--- config.mk ---
export PLATFORM = sky130hd
export DESIGN_NAME = cglps_top
export DESIGN_NICKNAME = d
export VERILOG_FILES = /design/src/verilog/cglps_pkg.sv /design/src/verilog/cglps_top.sv
export SDC_FILE = /design/constraint.sdc
export NUM_CORES = 1
export LEC_CHECK = 0
export BUFFER_PORTS_ARGS = -buffer_cell sky130_fd_sc_hd__buf_4
export CAP_MARGIN = 25
export CORE_UTILIZATION = 35
export CTS_CLUSTER_DIAMETER = 40
export DETAILED_ROUTE_END_ITERATION = 7
export GPL_TIMING_DRIVEN = 0
export SYNTH_ARGS = -nofsm -noshare
export SYNTH_HDL_FRONTEND = slang
export SYNTH_SLANG_ARGS = --single-unit
export TNS_END_PERCENT = 10
--- constraint.sdc ---
create_clock -name hclk -period 2.4 [get_ports hclk]
set_input_delay 0.24 -clock hclk [delete_from_list [all_inputs] [get_ports hclk]]
set_output_delay 0.24 -clock hclk [all_outputs]
set_load 0.03 [all_outputs]
--- src/verilog/cglps_pkg.sv ---
// Package of constants for the clock generation and low-power stop block
package cglps_pkg;
	// Register byte offsets
	localparam logic [7:0] OFS_CLKOUT = 8'h00;
	localparam logic [7:0] OFS_PLL_CONTROL_REG = 8'h04;
	localparam logic [7:0] OFS_CDIV = 8'h08;
	localparam logic [7:0] OFS_STATUS = 8'h0C;
	localparam logic [7:0] OFS_MODSTOP = 8'h10;
	localparam logic [7:0] OFS_KEY = 8'h14;
	// Unlock key written to the key register before a guarded write
	localparam logic [31:0] UNLOCK_KEY = 32'h0000_00A5;
	// Multiplier reset values per mode
	localparam logic [11:0] MF_RST_XTAL = 12'h191; // 401
	localparam logic [11:0] MF_RST_DIRECT = 12'h002;
	// Divider field positions in the divider register, and the STSIM bit of the PLL control register
	localparam int DIV_SYNC_LSB = 0;
	localparam int DIV_BRG_LSB = 4;
	localparam int DIV_LO_LSB = 8;
	localparam int DIV_HI_LSB = 12;
	localparam int DIV_THR_LSB = 16;
	localparam int DIV_RRQ_BIT = 19;
	localparam int DIV_SLOW_BIT = 20;
	localparam int DIV_WP_BIT = 31;
	localparam int PLL_STSIM_BIT = 12;
	localparam logic [3:0] DIV_RST = 4'h0; // Divide by one
	localparam logic [6:0] PRESCALE_LAST = 7'h7F; // Divide by 128
	// Edges after reset before the synchronised straps are valid
	localparam logic [1:0] STRAP_AGE = 2'h2;
	// Relock time in reference clocks, worst case
	localparam int RELOCK_REFS = 2500;
	localparam logic [11:0] RELOCK_CNT = 12'(RELOCK_REFS - 1);
endpackage : cglps_pkg

--- src/verilog/cglps_top.sv ---
// Clock generation and low-power stop control with AHB-Lite registers
//
// Register access over AHB-Lite and the placing of the registers are this design's own decisions.
`timescale 1ns/1ps
module cglps_top (
	input wire logic hclk, // Bus clock, 250 MHz
	input wire logic hresetn, // Async reset, low
	input wire logic hsel, // Slave select
	input wire logic [31:0] haddr, // Address
	input wire logic [1:0] htrans, // Transfer type
	input wire logic hwrite, // Write flag
	input wire logic [2:0] hsize, // Size
	input wire logic hready, // Bus ready
	input wire logic [31:0] hwdata, // Write data
	output logic [31:0] hrdata, // Read data
	output logic hreadyout, // Slave ready
	output logic hresp, // Response, always OKAY
	input wire logic [1:0] clock_mode_pins, // Mode straps
	input wire logic oscillator_input, // Oscillator, sampled
	input wire logic low_power_stop_instr, // Core requests stop
	input wire logic ordinary_stop, // Core ordinary stop
	input wire logic bus_halt_n, // External halt, low
	input wire logic wake_irq, // Interrupt ending stop
	input wire logic [2:0] pending_irq_level, // Pending interrupt level
	input wire logic risc_busy, // RISC has work
	input wire logic [7:0] sub_block_active, // Sub-block activity
	output logic lp_stop_active, // Stop is in effect
	output logic watchdog_clk_en, // Watchdog clock enable
	output logic pit_clk_en, // Periodic timer clock enable
	output logic monitors_en, // Bus monitors enable
	output logic timer_ref_clock, // Timer reference tick
	output logic prescaled_ref_clock, // PLL reference tick
	output logic pll_locked, // Lock detect
	output logic [11:0] pll_multiplier_field, // Active multiplier
	output logic sys_clk_en, // General system clock enable
	output logic serial_sync_clock, // Sync clock enable
	output logic baud_gen_clock, // Baud clock enable
	output logic [7:0] sub_clk_en, // Sub-block core clock enables
	output logic [7:0] bus_if_clk_en // Sub-block bus interface enables
);
	typedef enum logic [1:0] {
		CGLPS_RUN,
		CGLPS_WAITHALT,
		CGLPS_STOP
	} cglps_pwr_e;

	typedef struct packed {
		logic [1:0] osc_sync;
		logic osc_prev;
		logic [1:0] mode_s1;
		logic [1:0] mode_s2;
		logic [1:0] strap_age;
		logic strap_done;
		logic div128;
		logic [6:0] pre_cnt;
		logic [1:0] halt_s;
		logic [1:0] wake_s;
		logic [31:0] clkout_reg;
		logic [11:0] mf;
		logic stsim;
		logic [31:0] cdiv;
		logic [7:0] modstop;
		logic unlocked;
		logic [11:0] lock_cnt;
		logic locked;
		logic [3:0] sys_cnt;
		logic [3:0] sync_cnt;
		logic [3:0] brg_cnt;
		logic [3:0] sys_div;
		logic ap_valid;
		logic ap_write;
		logic [7:0] ap_addr;
		logic [31:0] rdata;
		cglps_pwr_e pwr;
		logic ref_tick;
		logic tmr_tick;
	} cglps_state_s;

	cglps_state_s st_r;
	cglps_state_s st_nxt;

	// Divider counter step; returns the tick flag for a divide ratio
	function automatic logic cglps_div_tick(input logic [3:0] cnt,
			input logic [3:0] ratio);
		cglps_div_tick = (cnt >= ratio);
	endfunction : cglps_div_tick

	function automatic logic [3:0] cglps_div_next(input logic [3:0] cnt,
			input logic [3:0] ratio);
		cglps_div_next = (cnt >= ratio) ? 4'h0 : 4'(cnt + 4'h1);
	endfunction : cglps_div_next

	logic osc_rise;
	logic guarded_ok;
	logic boost;
	logic [3:0] want_sys;

	// Next-state logic
	always_comb begin
		st_nxt = st_r;
		// Oscillator and strap synchronisers
		st_nxt.osc_sync = {st_r.osc_sync[0], oscillator_input};
		st_nxt.osc_prev = st_r.osc_sync[1];
		st_nxt.mode_s1 = clock_mode_pins;
		st_nxt.mode_s2 = st_r.mode_s1;
		st_nxt.halt_s = {st_r.halt_s[0], bus_halt_n};
		st_nxt.wake_s = {st_r.wake_s[0], wake_irq};
		osc_rise = st_r.osc_sync[1] & ~st_r.osc_prev;
		// Catch straps once, after the synchroniser has filled
		if (!st_r.strap_done) begin
			st_nxt.strap_age = 2'(st_r.strap_age + 2'h1);
			if (st_r.strap_age == cglps_pkg::STRAP_AGE) begin
				st_nxt.strap_done = 1'b1;
				st_nxt.div128 = ~st_r.mode_s2[0];
				st_nxt.mf = st_r.mode_s2[1] ? cglps_pkg::MF_RST_DIRECT
					: cglps_pkg::MF_RST_XTAL;
			end
		end
		// Prescaler: every rising oscillator edge, or one in 128
		st_nxt.ref_tick = 1'b0;
		st_nxt.tmr_tick = 1'b0;
		if (osc_rise) begin
			st_nxt.pre_cnt = 7'(st_r.pre_cnt + 7'h01);
			if (!st_r.div128 || st_r.pre_cnt == cglps_pkg::PRESCALE_LAST) begin
				st_nxt.ref_tick = 1'b1;
				st_nxt.tmr_tick = 1'b1;
			end
		end
		// Relock counter counts reference ticks
		if (!st_r.locked && st_r.ref_tick) begin
			if (st_r.lock_cnt == cglps_pkg::RELOCK_CNT)
				st_nxt.locked = 1'b1;
			else
				st_nxt.lock_cnt = 12'(st_r.lock_cnt + 12'h001);
		end
		// Bus address phase capture
		st_nxt.ap_valid = hsel & hready & htrans[1];
		st_nxt.ap_write = hwrite;
		st_nxt.ap_addr = haddr[7:0];
		guarded_ok = st_r.unlocked;
		// Data phase write
		if (st_r.ap_valid && st_r.ap_write) begin
			st_nxt.unlocked = 1'b0;
			unique case (st_r.ap_addr)
				cglps_pkg::OFS_KEY:
					st_nxt.unlocked = (hwdata == cglps_pkg::UNLOCK_KEY);
				cglps_pkg::OFS_CLKOUT:
					if (guarded_ok) st_nxt.clkout_reg = hwdata;
				cglps_pkg::OFS_PLL_CONTROL_REG:
					if (guarded_ok) begin
						st_nxt.stsim = hwdata[cglps_pkg::PLL_STSIM_BIT];
						if (hwdata[11:0] != st_r.mf) begin
							st_nxt.mf = hwdata[11:0];
							st_nxt.locked = 1'b0;
							st_nxt.lock_cnt = 12'h000;
						end
					end
				cglps_pkg::OFS_CDIV:
					if (guarded_ok && !st_r.cdiv[cglps_pkg::DIV_WP_BIT])
						st_nxt.cdiv = hwdata;
				cglps_pkg::OFS_MODSTOP: st_nxt.modstop = hwdata[7:0];
				default: ;
			endcase
		end
		// Read data register for the next data phase
		st_nxt.rdata = 32'h0000_0000;
		if (hsel && hready && htrans[1] && !hwrite) begin
			unique case (haddr[7:0])
				cglps_pkg::OFS_CLKOUT: st_nxt.rdata = st_r.clkout_reg;
				cglps_pkg::OFS_PLL_CONTROL_REG:
					st_nxt.rdata = {19'h00000, st_r.stsim, st_r.mf};
				cglps_pkg::OFS_CDIV: st_nxt.rdata = st_r.cdiv;
				cglps_pkg::OFS_STATUS:
					st_nxt.rdata = {27'h0000000, st_r.unlocked, st_r.div128,
						st_r.pwr == CGLPS_STOP, st_r.pwr == CGLPS_WAITHALT,
						st_r.locked};
				cglps_pkg::OFS_MODSTOP: st_nxt.rdata = {24'h000000, st_r.modstop};
				default: st_nxt.rdata = 32'h0000_0000;
			endcase
		end
		// Low-power stop sequencing
		unique case (st_r.pwr)
			CGLPS_RUN:
				if (low_power_stop_instr)
					st_nxt.pwr = st_r.halt_s[1] ? CGLPS_STOP : CGLPS_WAITHALT;
			CGLPS_WAITHALT:
				if (st_r.halt_s[1]) st_nxt.pwr = CGLPS_STOP;
			CGLPS_STOP:
				if (st_r.wake_s[1]) st_nxt.pwr = CGLPS_RUN;
		endcase
		// Slow-go select: boost to high divide on interrupt or busy RISC
		boost = (pending_irq_level > st_r.cdiv[cglps_pkg::DIV_THR_LSB +: 3])
			| (st_r.cdiv[cglps_pkg::DIV_RRQ_BIT] & risc_busy);
		want_sys = !st_r.cdiv[cglps_pkg::DIV_SLOW_BIT] ? cglps_pkg::DIV_RST
			: boost ? st_r.cdiv[cglps_pkg::DIV_HI_LSB +: 4]
			: st_r.cdiv[cglps_pkg::DIV_LO_LSB +: 4];
		// Ratio swaps only at a division boundary
		if (cglps_div_tick(st_r.sys_cnt, st_r.sys_div))
			st_nxt.sys_div = want_sys;
		st_nxt.sys_cnt = cglps_div_next(st_r.sys_cnt, st_r.sys_div);
		st_nxt.sync_cnt = cglps_div_next(st_r.sync_cnt,
			st_r.cdiv[cglps_pkg::DIV_SYNC_LSB +: 4]);
		st_nxt.brg_cnt = cglps_div_next(st_r.brg_cnt,
			st_r.cdiv[cglps_pkg::DIV_BRG_LSB +: 4]);
	end

	// State register
	always_ff @(posedge hclk or negedge hresetn) begin
		if (!hresetn) begin
			st_r <= '0;
			st_r.mf <= cglps_pkg::MF_RST_XTAL;
			st_r.pwr <= CGLPS_RUN;
			st_r.cdiv <= 32'h0000_0000;
		end else begin
			st_r <= st_nxt;
		end
	end

	logic stopped;
	logic run_ok;
	assign stopped = (st_r.pwr == CGLPS_STOP);
	assign run_ok = st_r.locked & st_r.strap_done & ~stopped;

	// Bus answers: zero wait states, OKAY
	assign hreadyout = 1'b1;
	assign hresp = 1'b0;
	assign hrdata = st_r.rdata;

	// Stop effects on timers and monitors
	assign lp_stop_active = stopped;
	assign watchdog_clk_en = st_r.tmr_tick & ~stopped;
	assign pit_clk_en = st_r.tmr_tick;
	assign monitors_en = run_ok;
	assign timer_ref_clock = st_r.tmr_tick;
	assign prescaled_ref_clock = st_r.ref_tick;
	assign pll_locked = st_r.locked;
	assign pll_multiplier_field = st_r.mf;

	// Derived clock enables, all held while unlocked or stopped
	assign sys_clk_en = run_ok & cglps_div_tick(st_r.sys_cnt, st_r.sys_div);
	assign serial_sync_clock = run_ok & cglps_div_tick(st_r.sync_cnt,
		st_r.cdiv[cglps_pkg::DIV_SYNC_LSB +: 4]);
	assign baud_gen_clock = run_ok & cglps_div_tick(st_r.brg_cnt,
		st_r.cdiv[cglps_pkg::DIV_BRG_LSB +: 4]);
	// Sub-block core clocks stop when idle or when their stop bit is set; bus interface clocks follow sys_clk_en only
	assign sub_clk_en = {8{sys_clk_en}} & sub_block_active
		& ~st_r.modstop;
	assign bus_if_clk_en = {8{sys_clk_en}};
endmodule : cglps_top

* After elaboration in Yosys (flattened, before gate mapping)
Index checks and enable logic that the tools add are counted.
Word-level totals: flip-flop bits (word level) 183, output and inout bits 72, input port bits 93, logic and storage cells 128
Operators by class: reduce and logical (&&, ||, !) cells 20, order comparisons 4, bitwise gates (word level) 18, add/subtract/negate cells 6, equal/unequal tests 18, mux-type cells 33
Operators with widths (count):
- one-hot mux 32 bit (5 select lines) | 1
- two-way mux 32 bit | 3
- two-way mux 13 bit | 6
- two-way mux 67 bit | 1
- two-way mux 12 bit | 4
- equality test 32 x 8 -> 1 bit, second input constant | 1
- equality test 8 x 4 -> 1 bit, second input constant | 3
- equality test 8 x 5 -> 1 bit, second input constant | 3
- two-way mux 4 bit | 5
- AND 8 bit | 2
- equality test 8 x 3 -> 1 bit, second input constant | 2
- logical NOT 8 bit | 2
- two-way mux 2 bit | 8
- adder 12 x 1 -> 12 bit, second input constant | 1
- adder 4 x 1 -> 4 bit, second input constant | 3
- equality test 12 bit, second input constant | 1
- >= comparator 4 bit | 3
- != test 12 bit | 1
- AND reduction 3 bit | 4
- AND 1 bit | 10
- two-way mux 9 bit | 1
- two-way mux 8 bit | 1
- NOT 8 bit | 1
- adder 7 x 1 -> 7 bit, second input constant | 1
- 15 further kinds | 31

* Logic depth before layout (Yosys ltp)
word-level depth 7, depth in mapped cells 8, depth with buffers taken out 7

* Worst setup path after synthesis
OpenSTA, ideal clock, no wires.
kind flip-flop to output port, from register st_r[2] in the netlist's numbering, to output sub_clk_en[0], arrival time 2.386 ns, setup slack -0.226 ns, path buffers 0, cell stages (with the launch flop) 6, required time 2.160 ns, path through dfrtp_1 -> inv_1 -> ha_1 -> nor2_1 -> nand2_1 -> nor3b_1
Between the ends: word-level cells in the longest chain between the ends 6
RTL lines:
- start, declared | RTL line cglps_top.sv:79 | cglps_state_s st_r;
- start signal, assigned | RTL line cglps_top.sv:215 | st_r <= st_nxt;
- equality test 2 bit | RTL line cglps_top.sv:221 | assign stopped = (st_r.pwr == CGLPS_STOP);
- named net lp_stop_active | RTL line cglps_top.sv:27 | output logic lp_stop_active,
- NOT 1 bit | RTL line cglps_top.sv:222 | assign run_ok = st_r.locked & st_r.strap_done & ~stopped;
- AND 1 bit | RTL line cglps_top.sv:222
- named net monitors_en | RTL line cglps_top.sv:30 | output logic monitors_en,
- AND 1 bit | RTL line cglps_top.sv:240 | assign sys_clk_en = run_ok & cglps_div_tick(st_r.sys_cnt, st_r.sys_div);
- AND 8 bit | RTL line cglps_top.sv:246 | assign sub_clk_en = {8{sys_clk_en}} & sub_block_active
- AND 8 bit | RTL line cglps_top.sv:247 | & ~st_r.modstop;
- end, declared | RTL line cglps_top.sv:38 | output logic [7:0] sub_clk_en,
The timed path passes the listed nets, and every way through them passes these cells.

* Worst setup path after layout
from register st_r[58] in the netlist's numbering, to output sub_clk_en[7]
Between the ends: word-level cells in the longest chain between the ends 4
RTL lines:
- >= comparator 4 bit | RTL line cglps_top.sv:85 | cglps_div_tick = (cnt >= ratio);
- AND 1 bit | RTL line cglps_top.sv:240
- AND 8 bit | RTL line cglps_top.sv:246
- AND 8 bit | RTL line cglps_top.sv:247
Every way passes these cells.

==> impl_metrics.tcl <==
set metrics [dict create \
    synth.distinct_cells 49 \
    setup_tns_ps 0 \
    synthSimpleGateAreaFrac_pct 12.12 \
    tritoncts "built" \
    syn_nets 852 \
    num-fill-cells 2233 \
    overflow 0 \
    synth_edf_count 0 \
    num_rows 56 \
    postRouteAntennaNets 0 \
    finalHoldViolations 0 \
    path_class "reg -> out" \
    drc_errors 0 \
    synth_top_cells_by_area "dfrtp_1, mux2_2, buf_4" \
    r2r-end "pll_multiplier_field[7]" \
    syn-instance-count 735 \
    dp_hpwl_um 14600 \
    powerDensity_nw_per_um2 750.4 \
    required_ps 2160 \
    synth-xor-area-share_pct 3.604 \
    fin_area_sq_um 10930 \
    rsz0062_at_grt "yes" \
    intPower_uw 5951 \
    drtPass1Iterations 4 \
    power_frac_seq_pct 43.9 \
    arrival_ps 2140 \
    min_to "st_r[147]" \
    io_buffers 133 \
    grt_use_total_pct 17.20 \
    synth_area_sq_um 8506 \
    period_minus_slack_ps 2384 \
    grt_start_max_net_pins 111 \
    place.gp.congestion 0.8151 \
    fp.dieW_um 157.9 \
    setup_viol 0 \
    final_cell_mix "buf_4, dfrtp_1, mux2_2, nand2_1, nor2_1" \
    synth_top_flop_cell "dfrtp_1" \
    cts_num_sinks 182 \
    synthAdderAreaFrac_pct 3.530 \
    combPwrFrac_pct 19.5 \
    start_kind "flip-flop" \
    design.core.area_sq_um 23680 \
    cap_violations 0 \
    hold_start "hwdata[18]" \
    cts_made_buffers 17 \
    path_clk_slew_ps 70 \
    antenna_found_initial 0 \
    synth_top_area_share_pct 52.37 \
    min_path_cells 2 \
    routedWlPerCell_um 16.44 \
    status "completed" \
    root_buffer "clkbuf_16" \
    drt-total-wl_um 20410 \
    power_switching_uw 2251 \
    drt_iter0_drc 332 \
    p_sw_share_pct 27.45 \
    final_common_cell "buf_4" \
    syn_to_final_growth_pct 28.51 \
    worstSkewPairLatency_ps 430 \
    seqCellArea_sq_um 4559 \
    initial_utilization_pct 35.92 \
    placed_area_sq_um 9938 \
    fp.dieArea_sq_um 24930 \
    synth_compound_area_share_pct 7.414 \
    regToRegSetupSlack_ps 290 \
    postSynth.asyncResetShare_pct 100.0 \
    ios 165 \
    vdd_drop_max_uv 519.6 \
    synthMuxAreaShare_pct 10.96 \
    max_freq_mhz 419.5 \
    total_leakage_power_uw 0.005192 \
    timing.rr.start "st_r[41]" \
    grt_first_pass_wirelength_um 31950 \
    pwr-share-clk_pct 36.6 \
    vias 5854 \
    antenna_cells 0 \
    hold_path_class "in -> reg" \
    multi_input_area_sq_um 3327 \
    finalMaxSlewViolations 0 \
    worstMarginPinSlew_ps 876.8 \
    nets 1028 \
    synth_top_family_by_area "simple AND/OR/NAND/NOR gates" \
    drive_gt1_share_pct 38.24 \
    synth_warnings 0 \
    cts_buffer_depth 2 \
    rr_worst_depth 6 \
    grt_pass1_vias 5751 \
    viasPerCell 4.713 \
    htreeDepth 4 \
    finalClockSkew_ps 10.28 \
    crit_fanout 6 \
    ys_seq_area_share_pct 53.60 \
    syn_area_per_cell_sq_um 11.57 \
    crit_path_end_kind "output pin" \
    synth_seq_cells 182 \
    finalCritPeriodShare_pct 99.34 \
    synth_area_leader_cell "dfrtp_1" \
    slew_headroom_pct 41.55 \
    fp.dieH_um 157.9 \
]
power by group through the flow:
stage                     combinational, uW  sequential [uW]  clock (uW)
after floorplan                         854             3600           0
after global placement                 1220             3660           0
after detailed placement               1270             3670           0
after CTS                              1550             3600        3070
after global routing                   1810             3650        3190
final                                  1600             3600        3000
per-stage QoR:
stage	util [%]	std cells	total power, uW	setup WS (ps)	hold WS, ps
2_1_floorplan	-	735	4459	-225.7	-55.59
3_3_place_gp	41.82	1187	4883	-417.4	331.7
3_5_place_dp	41.96	1188	4936	-422.7	334.7
4_1_cts	45.97	1241	8214	-36.21	40.13
5_1_grt	46.15	1242	8639	-69.88	50.65
6_report	46.15	1242	8202	15.93	54.97
Yosys cell counts, drive strengths merged, types with 4 or more instances:
cell	n
o21ai	33
a22o	4
nor3b	8
mux2i	20
nor2	66
nor4	11
inv	36
and2	6
nand2	56
nand3	6
dfrtp	178
clkbuf	7
nand2b	5
a21o	6
buf	75
xor2	26
nor2b	6
ha	24
xnor2	9
nor3	5
dfstp	4
nor4b	7
mux2	65
a21oi	7
a22oi	33
nand4	6
timing repair:
item,CTS,global route
hold endpoints to repair,120,0
setup endpoints to repair,19,18
hold buffers,15,0
buffers inserted,5,1
pin swaps,6,4
cloned,2,0
gates resized for setup,28,5
worst max-delay path: stages, from the launching register on:
cell and delay, ps:
dfrtp_1 380, inv_2 50, ha_4 260, nand2b_4 120, a21oi_4 60, o21ai_4 260, nand2_4 180, nor3b_4 240
buf_6 160
worst max-delay path by stage:
stage	startpoint	end
2_1_floorplan	st_r[2]	sub_clk_en[0]
3_3_place_gp	st_r[58]	sub_clk_en[7]
3_5_place_dp	st_r[58]	sub_clk_en[7]
4_1_cts	st_r[58]	sub_clk_en[7]
5_1_grt	st_r[58]	sub_clk_en[7]
6_report	st_r[58]	sub_clk_en[7]
sequential cells by signal, indices dropped and copies added, names as in the netlist:
register,cells
pll_locked,1
hrdata,32
guarded_ok,1
pll_multiplier_field,12
st_r,129
prescaled_ref_clock,1
st_nxt,6
area by class of cell:
class / count / area share (%)
buffer: 82 / 5.517
clock buffer: 20 / 4.178
clock inverter: 11 / 1.580
inverter: 36 / 1.271
multi-input combinational: 436 / 30.44
sequential: 182 / 41.71
tap: 319 / 3.652
timing repair buffer: 155 / 11.58
timing repair inverter: 1 / 0.06868
cells by family (layout without fill, tap and decap cells):
| family | count (synthesis) | after routing |
|---|---|---|
| xor gates and xnor gates | 35 | 35 |
| DFF | 182 | 182 |
| and+or+nand+nor | 195 | 196 |
| buffers and inverters | 118 | 305 |
| other | 2 | 2 |
| muxes | 85 | 85 |
| adders and majority gates | 24 | 24 |
| AOI/OAI and AO/OA | 94 | 94 |
layer usage:
metal	vias up	routed length, um	global-route usage [%]
met3	14	753	3.531
met2	110	9838	27.25
li1	2813	-	-
met4	0	233	4.438
met5	-	0	0
met1	2917	9588	23.86
Note: power is estimated with default switching activity, not from simulation.
